**src/core/pc_pkg.sv**
```systemverilog
// Constants and helpers of the configuration header block
package pc_pkg;
   // --------------------------------
   // Byte offsets of the header
   // --------------------------------
   localparam logic [7:0] OFS_REVISION = 8'h08;
   localparam logic [7:0] OFS_PROG_IF = 8'h09;
   localparam logic [7:0] OFS_SUB_CLASS = 8'h0a;
   localparam logic [7:0] OFS_BASE_CLASS = 8'h0b;
   localparam logic [7:0] OFS_CACHE_LINE = 8'h0c;
   localparam logic [7:0] OFS_LATENCY = 8'h0d;
   localparam logic [7:0] OFS_IO_BASE = 8'h10;
   localparam logic [7:0] OFS_MEM_BASE = 8'h14;
   localparam logic [7:0] OFS_ROM_BASE = 8'h30;
   localparam logic [7:0] OFS_EEPROM = 8'h34;
   localparam logic [7:0] OFS_IRQ_LINE = 8'h3c;
   // --------------------------------
   // Fixed values
   // --------------------------------
   localparam logic [7:0] BASE_CLASS = 8'h02;
   localparam logic [7:0] PROG_IF = 8'h00;
   localparam logic [7:0] SUB_CLASS_FALLBACK = 8'h80;
   localparam logic [3:0] IO_BAR_LOW = 4'h1;
   localparam logic [3:0] MEM_BAR_LOW = 4'h0;
   localparam logic [7:0] RESET_ZERO = 8'h00;
   localparam logic [15:0] ZERO_LINE_BYTES = 16'h0010;
   localparam int MULTI_LINE_SHIFT = 2;
   // --------------------------------
   // EEPROM register fields and ROM base enable bit
   // --------------------------------
   localparam int EE_PRESENT = 7;
   localparam int EE_DATA_DRIVE = 5;
   localparam int EE_DATA = 4;
   localparam int EE_CLOCK_DRIVE = 1;
   localparam int EE_CLOCK = 0;
   localparam int ROM_ENABLE_BIT = 0;

   // Byte enable merge of a write
   function automatic logic [31:0] pc_merge(input logic [31:0] old, input logic [31:0] wd,
                                            input logic [3:0] be);
      logic [31:0] r;
      r = old;
      for (int i = 0; i < 4; i++)
      begin
         if (be[i])
         begin
            r[i*8 +: 8] = wd[i*8 +: 8];
         end
      end
      return r;
   endfunction
endpackage

```
**src/core/pc_rdcmd_if.sv**
```systemverilog
// Carrier between header logic and read command chooser
interface pc_rdcmd_if;
   logic [7:0] line_size; // Cache line size in dwords
   logic [15:0] xfer_len; // Read length in bytes
   logic use_multiple; // High picks read multiple
   modport owner (output line_size, output xfer_len, input use_multiple);
   modport chooser (input line_size, input xfer_len, output use_multiple);
endinterface

```
**src/core/pc_rdcmd.sv**
```systemverilog
// Picks the bus master read command from cache line size
module pc_rdcmd (
   pc_rdcmd_if.chooser bus
);
   logic [7:0] pow2; // Line size rounded down
   logic [15:0] line_bytes; // Line size in bytes
   logic [15:0] thresh; // Four lines in bytes

   // Line rounding and comparison
   always_comb
   begin
      pow2 = 8'h00;
      for (int i = 0; i < 8; i++)
      begin
         if (bus.line_size[i])
         begin
            pow2 = 8'h01 << i;
         end
      end
      if (pow2 == 8'h00)
      begin
         line_bytes = pc_pkg::ZERO_LINE_BYTES;
      end
      else
      begin
         line_bytes = {6'h00, pow2, 2'b00};
      end
      thresh = line_bytes << pc_pkg::MULTI_LINE_SHIFT;
      bus.use_multiple = (bus.xfer_len >= thresh);
   end
endmodule

```
**src/core/pc_pin_sync.sv**
```systemverilog
// Two flip-flop synchroniser for the EEPROM pin levels
module pc_pin_sync (
   input wire logic clock,
   input wire logic reset_n,
   input wire logic [1:0] pin_raw,
   output logic [1:0] pin_sync
);
   typedef struct packed {
      logic [1:0] meta;
      logic [1:0] sync;
   } pc_sync_t;
   pc_sync_t st_ff; // Synchroniser stages
   pc_sync_t nxt_st; // Next stages

   // Shift the stages
   always_comb
   begin
      nxt_st.meta = pin_raw;
      nxt_st.sync = st_ff.meta;
   end

   // Register the stages
   always_ff @(posedge clock or negedge reset_n)
   begin
      if (!reset_n)
      begin
         st_ff <= '0;
      end
      else
      begin
         st_ff <= nxt_st;
      end
   end

   assign pin_sync = st_ff.sync;
endmodule

```
**src/core/pc_cfg_header.sv**
```systemverilog
// Configuration header registers and EEPROM pin port
module pc_cfg_header #(
   parameter logic [7:0] REV_FALLBACK = 8'h01 // Arbitrary built-in revision
) (
   input wire logic clock,
   input wire logic reset_n,
   input wire logic cfg_req,
   input wire logic cfg_we,
   input wire logic [7:0] cfg_addr,
   input wire logic [3:0] cfg_be,
   input wire logic [31:0] cfg_wdata,
   output logic [31:0] cfg_rdata,
   output logic cfg_ack,
   input wire logic autocfg_done,
   input wire logic autocfg_ok,
   input wire logic [7:0] autocfg_subclass,
   input wire logic [7:0] autocfg_revision,
   input wire logic eeprom_present,
   input wire logic mem_space_en,
   input wire logic soft_reset,
   input wire logic direct_io_window_data_wr,
   input wire logic net_serial_clock_o,
   input wire logic net_serial_clock_oe,
   input wire logic net_serial_data_o,
   input wire logic net_serial_data_oe,
   input wire logic eeprom_clock_pin_i,
   output logic eeprom_clock_pin_o,
   output logic eeprom_clock_pin_oe,
   input wire logic eeprom_data_pin_i,
   output logic eeprom_data_pin_o,
   output logic eeprom_data_pin_oe,
   output logic eeprom_clock_level,
   output logic eeprom_data_level,
   input wire logic [15:0] dma_read_len,
   output logic use_read_multiple,
   output logic rom_access_enable,
   output logic [7:0] latency_timer_value
);
   // --------------------------------
   // State
   // --------------------------------
   typedef struct packed {
      logic [7:0] revision; // Revision byte
      logic [7:0] subclass; // Subclass byte
      logic [7:0] cache_line; // Cache line size
      logic [7:0] latency; // Latency timer
      logic [27:0] io_base; // I/O base upper bits
      logic [27:0] mem_base; // Memory base upper bits
      logic [15:0] rom_base; // ROM base upper bits
      logic rom_decode_enable; // ROM decode enable
      logic data_drive; // Data pin drive
      logic data_bit; // Data value
      logic clock_drive; // Clock pin drive
      logic clock_bit; // Clock value
      logic cfg_owns; // Config register owns pins
      logic [7:0] irq_line; // Interrupt line byte
      logic [31:0] rdata; // Read answer
      logic ack; // Answer strobe
      logic clk_o; // Clock pin value
      logic clk_oe; // Clock pin enable
      logic dat_o; // Data pin value
      logic dat_oe; // Data pin enable
      logic rom_access; // ROM decode allowed
      logic use_multiple; // Read multiple chosen
   } pc_state_t;

   localparam pc_state_t RESET_STATE = '{
      revision: REV_FALLBACK,
      subclass: pc_pkg::SUB_CLASS_FALLBACK,
      cache_line: pc_pkg::RESET_ZERO,
      latency: pc_pkg::RESET_ZERO,
      cfg_owns: 1'b1,
      default: '0
   };

   pc_state_t st_ff; // Registered state
   pc_state_t nxt_st; // Next state
   logic [1:0] pin_sync; // Synced clock and data pins
   logic wr; // Write access
   logic rd; // Read access
   logic [5:0] dw; // Accessed dword
   logic [31:0] rd_val; // Read mux value
   logic [31:0] m; // Merged write data
   logic [7:0] ee_byte; // EEPROM register view

   pc_rdcmd_if rdc ();

   // --------------------------------
   // Helpers
   // --------------------------------
   pc_pin_sync u_sync (
      .clock(clock),
      .reset_n(reset_n),
      .pin_raw({eeprom_clock_pin_i, eeprom_data_pin_i}),
      .pin_sync(pin_sync)
   );

   pc_rdcmd u_rdcmd (
      .bus(rdc)
   );

   assign rdc.line_size = st_ff.cache_line;
   assign rdc.xfer_len = dma_read_len;

   // --------------------------------
   // Next state
   // --------------------------------
   always_comb
   begin
      nxt_st = st_ff;
      wr = cfg_req && cfg_we;
      rd = cfg_req && !cfg_we;
      dw = cfg_addr[7:2];
      m = '0;
      // EEPROM register view
      ee_byte = '0;
      ee_byte[pc_pkg::EE_PRESENT] = eeprom_present;
      ee_byte[pc_pkg::EE_DATA_DRIVE] = st_ff.data_drive;
      ee_byte[pc_pkg::EE_DATA] = st_ff.data_drive ? st_ff.data_bit : pin_sync[0];
      ee_byte[pc_pkg::EE_CLOCK_DRIVE] = st_ff.clock_drive;
      ee_byte[pc_pkg::EE_CLOCK] = st_ff.clock_drive ? st_ff.clock_bit : pin_sync[1];

      // Read mux, unmapped reads zero
      rd_val = '0;
      case (dw)
         pc_pkg::OFS_REVISION[7:2]:
         begin
            rd_val = {pc_pkg::BASE_CLASS, st_ff.subclass, pc_pkg::PROG_IF, st_ff.revision};
         end
         pc_pkg::OFS_CACHE_LINE[7:2]:
         begin
            rd_val = {16'h0000, st_ff.latency, st_ff.cache_line};
         end
         pc_pkg::OFS_IO_BASE[7:2]:
         begin
            rd_val = {st_ff.io_base, pc_pkg::IO_BAR_LOW};
         end
         pc_pkg::OFS_MEM_BASE[7:2]:
         begin
            rd_val = {st_ff.mem_base, pc_pkg::MEM_BAR_LOW};
         end
         pc_pkg::OFS_ROM_BASE[7:2]:
         begin
            rd_val = {st_ff.rom_base, 15'h0000, st_ff.rom_decode_enable};
         end
         pc_pkg::OFS_EEPROM[7:2]:
         begin
            rd_val = {24'h000000, ee_byte};
         end
         pc_pkg::OFS_IRQ_LINE[7:2]:
         begin
            rd_val = {24'h000000, st_ff.irq_line};
         end
         default:
         begin
            rd_val = '0;
         end
      endcase

      // Answer one cycle after request
      nxt_st.ack = cfg_req;
      if (rd)
      begin
         nxt_st.rdata = rd_val;
      end
      else if (cfg_req)
      begin
         nxt_st.rdata = '0;
      end

      // Writes
      if (wr)
      begin
         m = pc_pkg::pc_merge(rd_val, cfg_wdata, cfg_be);
         case (dw)
            pc_pkg::OFS_CACHE_LINE[7:2]:
            begin
               nxt_st.cache_line = m[7:0];
               nxt_st.latency = m[15:8];
            end
            pc_pkg::OFS_IO_BASE[7:2]:
            begin
               nxt_st.io_base = m[31:4];
            end
            pc_pkg::OFS_MEM_BASE[7:2]:
            begin
               nxt_st.mem_base = m[31:4];
            end
            pc_pkg::OFS_ROM_BASE[7:2]:
            begin
               nxt_st.rom_base = m[31:16];
               nxt_st.rom_decode_enable = m[pc_pkg::ROM_ENABLE_BIT];
            end
            pc_pkg::OFS_EEPROM[7:2]:
            begin
               if (cfg_be[0])
               begin
                  nxt_st.data_drive = cfg_wdata[pc_pkg::EE_DATA_DRIVE];
                  nxt_st.data_bit = cfg_wdata[pc_pkg::EE_DATA];
                  nxt_st.clock_drive = cfg_wdata[pc_pkg::EE_CLOCK_DRIVE];
                  nxt_st.clock_bit = cfg_wdata[pc_pkg::EE_CLOCK];
               end
            end
            pc_pkg::OFS_IRQ_LINE[7:2]:
            begin
               nxt_st.irq_line = m[7:0];
            end
            default:
            begin
               nxt_st.irq_line = st_ff.irq_line;
            end
         endcase
      end

      if (soft_reset)
      begin
         nxt_st.cfg_owns = 1'b1;
      end
      else if (wr && dw == pc_pkg::OFS_EEPROM[7:2])
      begin
         nxt_st.cfg_owns = 1'b1;
      end
      else if (direct_io_window_data_wr)
      begin
         nxt_st.cfg_owns = 1'b0;
      end

      if (autocfg_done)
      begin
         nxt_st.subclass = autocfg_ok ? autocfg_subclass : pc_pkg::SUB_CLASS_FALLBACK;
         nxt_st.revision = autocfg_ok ? autocfg_revision : REV_FALLBACK;
      end

      if (st_ff.cfg_owns)
      begin
         nxt_st.clk_o = st_ff.clock_bit;
         nxt_st.clk_oe = st_ff.clock_drive;
         nxt_st.dat_o = st_ff.data_bit;
         nxt_st.dat_oe = st_ff.data_drive;
      end
      else
      begin
         nxt_st.clk_o = net_serial_clock_o;
         nxt_st.clk_oe = net_serial_clock_oe;
         nxt_st.dat_o = net_serial_data_o;
         nxt_st.dat_oe = net_serial_data_oe;
      end

      nxt_st.rom_access = st_ff.rom_decode_enable && mem_space_en;
      nxt_st.use_multiple = rdc.use_multiple;
   end

   // --------------------------------
   // State register
   // --------------------------------
   always_ff @(posedge clock or negedge reset_n)
   begin
      if (!reset_n)
      begin
         st_ff <= RESET_STATE;
      end
      else
      begin
         st_ff <= nxt_st;
      end
   end

   // Outputs straight from flops
   assign cfg_rdata = st_ff.rdata;
   assign cfg_ack = st_ff.ack;
   assign eeprom_clock_pin_o = st_ff.clk_o;
   assign eeprom_clock_pin_oe = st_ff.clk_oe;
   assign eeprom_data_pin_o = st_ff.dat_o;
   assign eeprom_data_pin_oe = st_ff.dat_oe;
   assign eeprom_clock_level = pin_sync[1];
   assign eeprom_data_level = pin_sync[0];
   assign use_read_multiple = st_ff.use_multiple;
   assign rom_access_enable = st_ff.rom_access;
   assign latency_timer_value = st_ff.latency;
endmodule

```
**config.mk**
```make
export PLATFORM = sky130hd
export DESIGN_NAME = pc_cfg_header
export DESIGN_NICKNAME = d
export VERILOG_FILES = /design/src/core/pc_pkg.sv /design/src/core/pc_rdcmd_if.sv /design/src/core/pc_rdcmd.sv /design/src/core/pc_pin_sync.sv /design/src/core/pc_cfg_header.sv
export SDC_FILE = /design/constraint.sdc
export NUM_CORES = 1
export LEC_CHECK = 0
export BUFFER_PORTS_ARGS = -buffer_cell sky130_fd_sc_hd__clkbuf_2
export CORE_AREA = 8 8 130 132
export CTS_BUF_LIST = sky130_fd_sc_hd__clkbuf_16
export DETAILED_ROUTE_END_ITERATION = 12
export DIE_AREA = 0 0 138 140
export HOLD_SLACK_MARGIN = 0.08
export PLACE_DENSITY = 0.75
export SLEW_MARGIN = 5
export SYNTH_ARGS = -nofsm -noshare
export SYNTH_HDL_FRONTEND = slang
export SYNTH_SLANG_ARGS = --single-unit
```
**constraint.sdc**
```tcl
create_clock -name clock -period 4.62 [get_ports clock]
set_input_delay 0.924 -clock clock [delete_from_list [all_inputs] [get_ports clock]]
set_output_delay 0.924 -clock clock [all_outputs]
set_load 0.02 [all_outputs]
```
; ---- After elaboration in Yosys (flattened, before gate mapping)
; Index checks and enable logic that the tools add are counted.
[totals]
reg_bits = 161
inputBits = 92
wordCells = 70
out_inout_bits = 49
[classes]
mux = 24
n_reduce_logical = 14
n_lt_le_gt_ge = 1
eq_ne = 7
[op_table]
columns = op, n
row1 = 32-bit case mux with 7 select lines, 1
row2 = 8-bit 2-to-1 mux, 13
row3 = 32-bit 2-to-1 mux, 2
row4 = 6-bit by 4-bit == test with 1-bit output (second input constant), 3
row5 = 16-bit by 12-bit >= comparator with 1-bit output, 1
row6 = 6-bit by 2-bit == test with 1-bit output (second input constant), 2
row7 = 6-bit by 3-bit == test with 1-bit output (second input constant), 2
row8 = 10-bit 2-to-1 mux, 1
row9 = 2-bit AND reduction, 5
row10 = 8-bit logical NOT, 1
row11 = 1-bit 2-to-1 mux, 6
row12 = 1-bit logical AND, 4
row13 = 4-bit 2-to-1 mux, 1
row14 = 3-bit AND reduction, 1
row15 = 3-bit nonzero test, 1
row16 = 2-bit nonzero test, 1
row17 = 1-bit logical NOT, 1

; ---- Logic depth before layout (Yosys ltp)
; Gate-level depths: netlist of the first run.
[depth]
word_depth = 11
ltp_mapped = 9
mapped_depth_nobuf = 8

; ---- By module
; From an unflattened synthesis of the first run, not the netlist that was laid out.
[unflattened]
hier_cells = 770
area_unflattened_um2 = 7778.7
[by_module_without_submodules]
columns = module, seq_area_each_um2, area_per_inst_um2, cells_each, instances
row1 = pc_cfg_header, 3932.5, 7414.6, 730, 1
row2 = pc_rdcmd, 0.0, 264.0, 36, 1
row3 = pc_pin_sync, 100.1, 100.1, 4, 1

; ---- Worst setup path before layout of the first run
; No wires, ideal clock.
[synth_path]
kind = input port to flip-flop
startpoint = input port cfg_addr[3]
endpoint = register st_ff[69] (netlist bit)
path_slack_ns = 2.138
setup_time_ns = 0.125
n_path_buf = 2
path_stages = 7
required_time_ns = 4.495
arrival_time_ns = 2.357
path_cell_list = buf_6 > nor3b_1 > and2_1 > buf_6 > a22o_1 > o41a_1 > mux2_2
[synth_via]
elab_chain_len = 3
word_cells_on_any_way = 10
cone_classes = eq/ne: 7 / mux: 2 / reduce/logical: 1
[synth_rtl]
columns = item, line
row1 = "start, declared", pc_cfg_header.sv:9  ; input wire logic [7:0] cfg_addr,
row2 = "6-bit by 4-bit == test with 1-bit output, or another cell as far along", pc_cfg_header.sv:125  ; case (dw)
row3 = 32-bit case mux with 7 select lines, pc_cfg_header.sv:125
row4 = 8-bit 2-to-1 mux, pc_pkg.sv:45  ; if (be[i])
row5 = "end signal, assigned", pc_cfg_header.sv:264  ; st_ff <= nxt_st;
row6 = "end, declared", pc_cfg_header.sv:76  ; pc_state_t st_ff;
; Several ways; a longest one is shown, not always the timed one.
; A chain may end at the register's enable or synchronous reset.

; ---- Worst setup path in the final report of the first run
[layout_path]
startpoint = input port cfg_addr[7]
endpoint = register st_ff[82] (netlist bit)
; The elaborated chain is that of the path after synthesis.

==> impl_summary.txt, run 1 <==
----------------------------------------------------
[Run status]
  Run status ... finished clean

[Clocking]
  TritonCTS Buffers ... 17
  Post CTS Setup Buffer Count ... 0
  Number of buffers inserted for hold repair after clock tree synthesis ... 0
  Gates resized, CTS repair ... 0
  Number of H-tree levels ... 4
  Clock latency reported for the late side of the worst-skew pair ... 0.42 ns
  Clock Pin Slew Worst Setup and Hold Paths ... 0.06 ns
  Clock Tree Buf Depth ... 2
  Root buffer cell ... clkbuf_16
  TritonCTS clock tree ... yes
  Clock sinks ... 161

[Logic synthesis]
  Commonest cells post-synth ... 158 x dfrtp_1, 75 x nand2_1, 66 x o21ai_0
  Number of distinct library cells after synthesis ... 49
  Number of enable-type register cells in the synthesized netlist ... 0
  Net count after synthesis ... 840
  Number of warnings issued by yosys ... 0
  Cell type with the highest aggregate area in the netlist ... dfrtp_1
  Synth async-reset ratio ... 100%
  Most used standard cell by instance count after synthesis ... dfrtp_1
  Mean post-synth cell area ... 10.3 um2
  Sequential-to-total area share from yosys stat ... 52.7%
  Most used flip-flop cell after synthesis ... dfrtp_1
  Top cells by area in the synthesized netlist ... dfrtp_1 52%, mux2_2 6.5%, o21ai_0 4.3%, buf_4 4.1%, nand2_1 3.7%
  Register bit total from synthesis ... 161
  Synthesized netlist cell count ... 740
  Post-synth top area share ... 51.7%
  Post-synthesis instance area ... 7650 um2

[Placement]
  DPL Wire Length ... 12700 um
  Instance area after placement ... 8140 um2
  RePlAce Congestion ... 0.871
  Post-placement setup slack ... 1.08 ns
  Total of buffers placed on input and output ports ... 138

[Pwr]
  Portion of total power attributed to combinational logic ... 7.9%
  Switching power share of the total ... 22.4%
  Total net switching power ... 750 uW
  Leak ... 4.27 nW
  Power per cell area ... 381 nW/um2
  Clock share of power ... 46.2%
  Flop pwr share ... 45.9%
  Cell-internal power ... 2.59 mW
  Peak supply drop ... 0.000355 V
  Sum of internal, switching and leakage power ... 3.34 mW

[STA]
  Transition time at the pin with the least slew margin ... 1.13 ns
  Least setup slack across all paths after layout ... 1.54 ns
  Worst relative slew slack ... 24.2%
  Portion of the clock cycle consumed by the worst path in the final layout ... 66.8%
  Count of final setup violators ... 0
  Fin crit period ... 3.08 ns
  Post-Route Hold Slack ... 0.355 ns
  Fin. Hold Viols ... 0
  Final max-slew violation count ... 0
  Max Clock Skew ... 0.00473 ns
  Max frequency ... 0.324 GHz
  Total negative slack for setup checks ... 0 ns
  RSZ-0062 raised after global routing ... false

[Setup path]
  Slowest library cell on the worst path ... nand2_1
  Critical Path RT ... 4.86 ns
  Launching element type of the critical path ... input pin
  Cell occurring most often along the worst timing path ... nand2_1
  CP max stage delay ... 0.84 ns
  Ordered cell list for the critical path ... clkbuf_2 -> nor3b_2 -> and2_1 -> nand2_1 -> nand2_1 -> o21ai_0
  Worst setup EP type ... register
  Critical path buffers and inverters ... 1
  Critical path's top delay family ... simple AND/OR/NAND/NOR gates
  Crit Path Max Fanout ... 38
  WP data arrival ... 3.32 ns
  Kind of critical path ... input pin to register

[Routing]
  Wire length after detailed routing ... 18400 um
  Router iterations before antenna repair ... 8
  Number of DRC violations after detailed-routing iteration 0 ... 479
  Routed WL per cell ... 18.0 um
  Antenna viol nets, final ... 0
  Vias ... 5701
  Remaining design rule violation count ... 0
  Ratio of routed vias to standard cells ... 5.59

[Hold path]
  Worst min-delay path class ... register to register

[Floorplanning]
  DIE HEIGHT ... 140 um
  Die width ... 138 um
  Overall die area ... 19300 um2
  Starting density of the core ... 51.5%
  Placeable core region ... 14900 um2
  Num rows ... 45
  I/O pin total ... 141

[Cells and area]
  Syn-to-layout area delta ... 14.8%
  Final Net Count ... 919
  Final non-filler cell area ... 8780 um2
  Antenna cell count ... 0
  Layout cell share with drive strength beyond 1 ... 27.3%

[Global routing]
  Wire length of the first global-routing pass ... 30300 um
  Maximum number of pins on one net before global-route repair ... 106
  Via count of the first global-routing pass ... 5832
  Total Routing Usage GR ... 19.3%
  Number of antenna violations at the first check in global routing ... 0
  Total congestion overflow ... 0

[Run]
  Max-cap viol count ... 0

----------------------------------------------------
worst reg2reg max path, delay by kind of cell, from the launching register on:
family | cells | cell delay [ns]
AND/OR/NAND/NOR | 4 | 1.01
flip-flops | 1 | 0.44
AO/OA/AOI/OAI | 3 | 0.36
adder cells (fa/ha/maj) | 1 | 0.22
layer usage:
| metal | GRT usage, % | vias up | share of wire (%) |
|---|---|---|---|
| met5 | 0 | - | 0 |
| met4 | 6.29 | 0 | 1.6 |
| met3 | 5.24 | 25 | 6.2 |
| met2 | 31.3 | 181 | 49 |
| met1 | 24.4 | 2748 | 43 |
| li1 | - | 2747 | - |
power groups by stage:
stage	Sequential [mW]	Clock (mW)	Combinational, mW
6_report	1.53	1.54	0.264
5_1_grt	1.54	1.63	0.301
4_1_cts	1.53	1.56	0.269
3_5_place_dp	1.56	0	0.267
3_3_place_gp	1.55	0	0.260
2_1_floorplan	1.54	0	0.159
flip-flops by register name, summed over array words and instances, names as in the netlist:
register             count
cfg_ack                  1
cfg_rdata               32
ee_byte                  2
eeprom_clock_pin_o       1
eeprom_clock_pin_oe      1
eeprom_data_pin_o        1
eeprom_data_pin_oe       1
latency_timer_value      8
rdc.line_size            8
rom_access_enable        1
st_ff                  100
u_sync.nxt_st            2
u_sync.pin_sync          2
use_read_multiple        1
cell type report:
cell class	instances	area, um2
Multi-Input combinational cell	432	2870
Clock buffer	17	425
Clock inverter	15	223
Inverter	60	225
Timing Repair Buffer	147	777
Fill cell	1280	6080
Tap cell	188	235
Sequential cell	161	4030
through the flow:
stage,cells,utilization (%)
floorplan,740,-
global placement,988,54.7
detailed placement,988,54.7
CTS,1020,59.1
global route,1020,59.1
finish,1020,59.1
final timing paths:
| check | to | slack [ns] | from | cells after the start |
|---|---|---|---|---|
| setup / recovery | st_ff[82] | 1.54 | cfg_addr[7] | 6 |
| hold / removal | u_sync.pin_sync[1] | 0.35 | u_sync.nxt_st[1] | 0 |
| setup reg to reg | use_read_multiple | 2.46 | rdc.line_size[7] | 8 |
| hold reg to reg | u_sync.pin_sync[1] | 0.35 | u_sync.nxt_st[1] | 0 |
| max in group asynchronous | st_ff[67] | 3.26 | reset_n | 2 |
| min in group asynchronous | use_read_multiple | 0.45 | reset_n | 1 |
cell families (layout without fill, tap and decap cells):
group	Yosys count	after routing	synth area share, %
buffers and inverters	147	239	9.87
muxes	54	54	7.78
and+or+nand+nor	161	161	10.0
DFF	161	161	52.7
AOI/OAI and AO/OA	209	209	18.3
adders and majority gates	8	8	1.31
cell usage in the layout (no fill, tap or decap), types with 2 or more instances in the layout:
| master | netlist | routed |
|---|---|---|
| a211oi_1 | 4 | 4 |
| a21o_1 | 9 | 9 |
| a21oi_1 | 15 | 15 |
| a221o_1 | 5 | 5 |
| a222oi_1 | 7 | 7 |
| a22o_1 | 31 | 31 |
| a22oi_1 | 3 | 3 |
| a31oi_1 | 2 | 2 |
| and2_1 | 7 | 7 |
| and3_1 | 4 | 4 |
| and3b_1 | 2 | 2 |
| buf_4 | 42 | 8 |
| bufinv_16 | 0 | 6 |
| clkbuf_16 | 0 | 17 |
| clkbuf_2 | 0 | 137 |
| clkinv_1 | 0 | 3 |
| clkinv_2 | 0 | 3 |
| dfrtp_1 | 158 | 158 |
| dfstp_2 | 3 | 3 |
| ha_1 | 8 | 8 |
| inv_1 | 60 | 62 |
| mux2_2 | 44 | 44 |
| mux2i_1 | 10 | 10 |
| nand2_1 | 75 | 75 |
| nand2b_1 | 12 | 12 |
| nand3_1 | 16 | 16 |
| nor2_1 | 19 | 19 |
| nor2b_1 | 4 | 4 |
| nor3_1 | 7 | 7 |
| nor3b_1 | 2 | 2 |
| nor4_1 | 3 | 3 |
| o21ai_0 | 66 | 66 |
| o221ai_1 | 4 | 4 |
| o22ai_1 | 38 | 38 |
| o31ai_1 | 18 | 18 |
| or2_2 | 2 | 2 |
| or4_1 | 2 | 2 |
No activity file was read; power rests on OpenSTA's default activity.
==> run 2, diff against run 1 <==
clock period = 2.9 ns   (was 4.62 ns; I/O delays follow)
==> run 2 against run 1 <==
Effect of this change: hold slack worse by 0.092 ns; clock skew rose by 0.0035 ns; final cell count up 1.3%; worst setup slack worse by 0.88 ns; count of clock-buffer cells in the layout stayed put; register-to-register slack worse by 1.7 ns; critical path type unchanged; critical endpoint is now st_ff[89]; largest cell class unchanged.
==> impl_summary.txt, run 2 (synthesized netlist as in run 1, its figures left out) <==
----------------------------------------------------
[Clocking]
  Clock latency reported for the late side of the worst-skew pair ... 0.43 ns
  Number of H-tree levels ... 4
  Clock Tree Buf Depth ... 2
  Clock Pin Slew Worst Setup and Hold Paths ... 0.06 ns
  TritonCTS clock tree ... yes
  Clock sinks ... 161
  Post CTS Setup Buffer Count ... 0
  TritonCTS Buffers ... 17
  Root buffer cell ... clkbuf_16

[STA]
  Fin crit period ... 2.25 ns
  Fin. Hold Viols ... 0
  Max frequency ... 0.445 GHz
  Portion of the clock cycle consumed by the worst path in the final layout ... 77.5%
  Least setup slack across all paths after layout ... 0.653 ns
  RSZ-0062 raised after global routing ... false
  Post-Route Hold Slack ... 0.263 ns
  Final max-slew violation count ... 0
  Max Clock Skew ... 0.00823 ns
  Transition time at the pin with the least slew margin ... 0.865 ns
  Worst relative slew slack ... 42.4%
  Total negative slack for setup checks ... 0 ns
  Count of final setup violators ... 0

[Cells and area]
  Commonest non-fill, non-tap cells in the layout ... 158 x dfrtp_1, 137 x clkbuf_2, 75 x nand2_1
  Reg with most FFs ... st_ff
  Fill count ... 1285
  Final non-filler cell area ... 8870 um2
  Final non-filler cell total ... 1033
  Syn-to-layout area delta ... 15.9%
  Antenna cell count ... 0
  Layout cell share with drive strength beyond 1 ... 28.2%
  Largest register FFs ... 100
  Most common cell after layout, fill and taps aside ... dfrtp_1
  Final Net Count ... 932

[Floorplanning]
  Starting density of the core ... 51.5%
  I/O pin total ... 141
  Num rows ... 45
  DIE HEIGHT ... 140 um
  Overall die area ... 19300 um2
  Placeable core region ... 14900 um2
  Die width ... 138 um

[Placement]
  Post-placement setup slack ... 0.314 ns
  Total of buffers placed on input and output ports ... 138
  DPL Wire Length ... 13100 um
  Instance area after placement ... 8240 um2
  Cell count after placement ... 1000
  RePlAce Congestion ... 0.847

[Run]
  Max-cap viol count ... 0

[Setup path]
  Crit Path Max Fanout ... 17
  Launching element type of the critical path ... input pin
  Critical path's top delay family ... simple AND/OR/NAND/NOR gates
  Kind of critical path ... input pin to register
  CP max stage delay ... 0.75 ns
  Critical path buffers and inverters ... 1
  WP data arrival ... 2.61 ns
  Slowest library cell on the worst path ... and2_1
  Launch point of the critical path ... cfg_addr[3]
  Worst setup EP type ... register
  Ordered cell list for the critical path ... clkbuf_2 -> nor3b_1 -> and2_1 -> a222oi_1 -> mux2i_1 -> mux2_2
  Critical Path RT ... 3.26 ns
  Worst r2r src ... rdc.line_size[7]

[Global routing]
  Total congestion overflow ... 0
  Via count of the first global-routing pass ... 5901
  Number of antenna violations at the first check in global routing ... 0
  Maximum number of pins on one net before global-route repair ... 67
  Wire length of the first global-routing pass ... 30800 um
  Total Routing Usage GR ... 19.6%

[Routing]
  Number of DRC violations after detailed-routing iteration 0 ... 449
  Amount of wire on met3 after detailed routing ... 1020 um
  Ratio of routed vias to standard cells ... 5.55
  Vias ... 5734
  Wire length after detailed routing ... 18500 um
  Routed WL per cell ... 17.9 um
  Uppermost metal layer occupied by signal nets ... met4
  Router iterations before antenna repair ... 6
  Met1 routed wirelength after detailed routing ... 8050 um
  Antenna viol nets, final ... 0
  Remaining design rule violation count ... 0
  Wire length on met2 ... 8980 um

[Pwr]
  Peak supply drop ... 0.000439 V
  Power per cell area ... 591 nW/um2
  Leak ... 4.32 nW

[Run status]
  Run status ... finished clean

[Hold path]
  Worst min-delay path class ... input pin to register
  Launch point of the worst hold path ... eeprom_clock_pin_i

----------------------------------------------------
-- run 2: cell count changes in the layout (fill, tap and decap cells not counted), sizes merged --
cell / before / now
dlygate4sd3: 0 / 1
buf: 10 / 22
bufinv: 6 / 5
clkinvlp: 0 / 1
-- run 2: worst reg2reg max path, stage by stage, from the launching register on --
cell and delay (ns):
dfrtp_1 0.44, or4_1 0.56, nor3_1 0.19, and3b_1 0.19, ha_1 0.22, nand2_1 0.06
a21oi_1 0.06, a211oi_1 0.18, o31ai_1 0.11
-- run 2: final timing paths --
kind                                      endpoint  slack [ns]  cells after the start
worst max register to register   use_read_multiple        0.75                      8
min in group asynchronous        use_read_multiple        0.62                      2
worst max-delay path                     st_ff[89]        0.65                      6
max in group asynchronous               st_ff[149]        1.53                      3
worst min register to register  u_sync.pin_sync[0]        0.35                      0
worst min-delay path              u_sync.nxt_st[1]        0.26                      1
-- run 2: cell type report --
cell class | count | area [um2] | share of cell area [%]
clock buffer | 17 | 425 | 4.79
clock inverter | 15 | 199 | 2.24
inverter | 60 | 225 | 2.54
multi-input combinational | 432 | 2870 | 32.3
sequential | 161 | 4030 | 45.5
tap | 188 | 235 | 2.65
timing repair buffer | 160 | 890 | 10.0
-- run 2: per-layer routing --
| metal | vias up | track usage [%] |
|---|---|---|
| li1 | 2760 | - |
| met1 | 2787 | 24.7 |
| met2 | 160 | 31.7 |
| met3 | 27 | 4.70 |
| met4 | 0 | 7.84 |
| met5 | - | 0 |
-- run 2: through the flow --
stage / utilization (%) / power [mW]
4_1_cts: 59.7 / 5.29
6_report: 59.7 / 5.24
3_5_place_dp: 55.4 / 2.91
5_1_grt: 59.7 / 5.45
2_1_floorplan: - / 2.71
3_3_place_gp: 55.4 / 2.90
-- run 2: what timing repair did --
| action | in CTS | in global routing |
|---|---|---|
| hold buffers | 1 | 0 |
| endpoints found under the hold margin | 32 | 0 |
| gates resized for setup | 0 | 0 |
-- run 2: report_power, final --
part / leakage (nW) / switching (mW) / internal [mW]
sequential: 2.17 / 0.0803 / 2.36
clock: 0.309 / 0.863 / 1.51
combinational: 1.84 / 0.249 / 0.179
total: 4.32 / 1.19 / 4.05
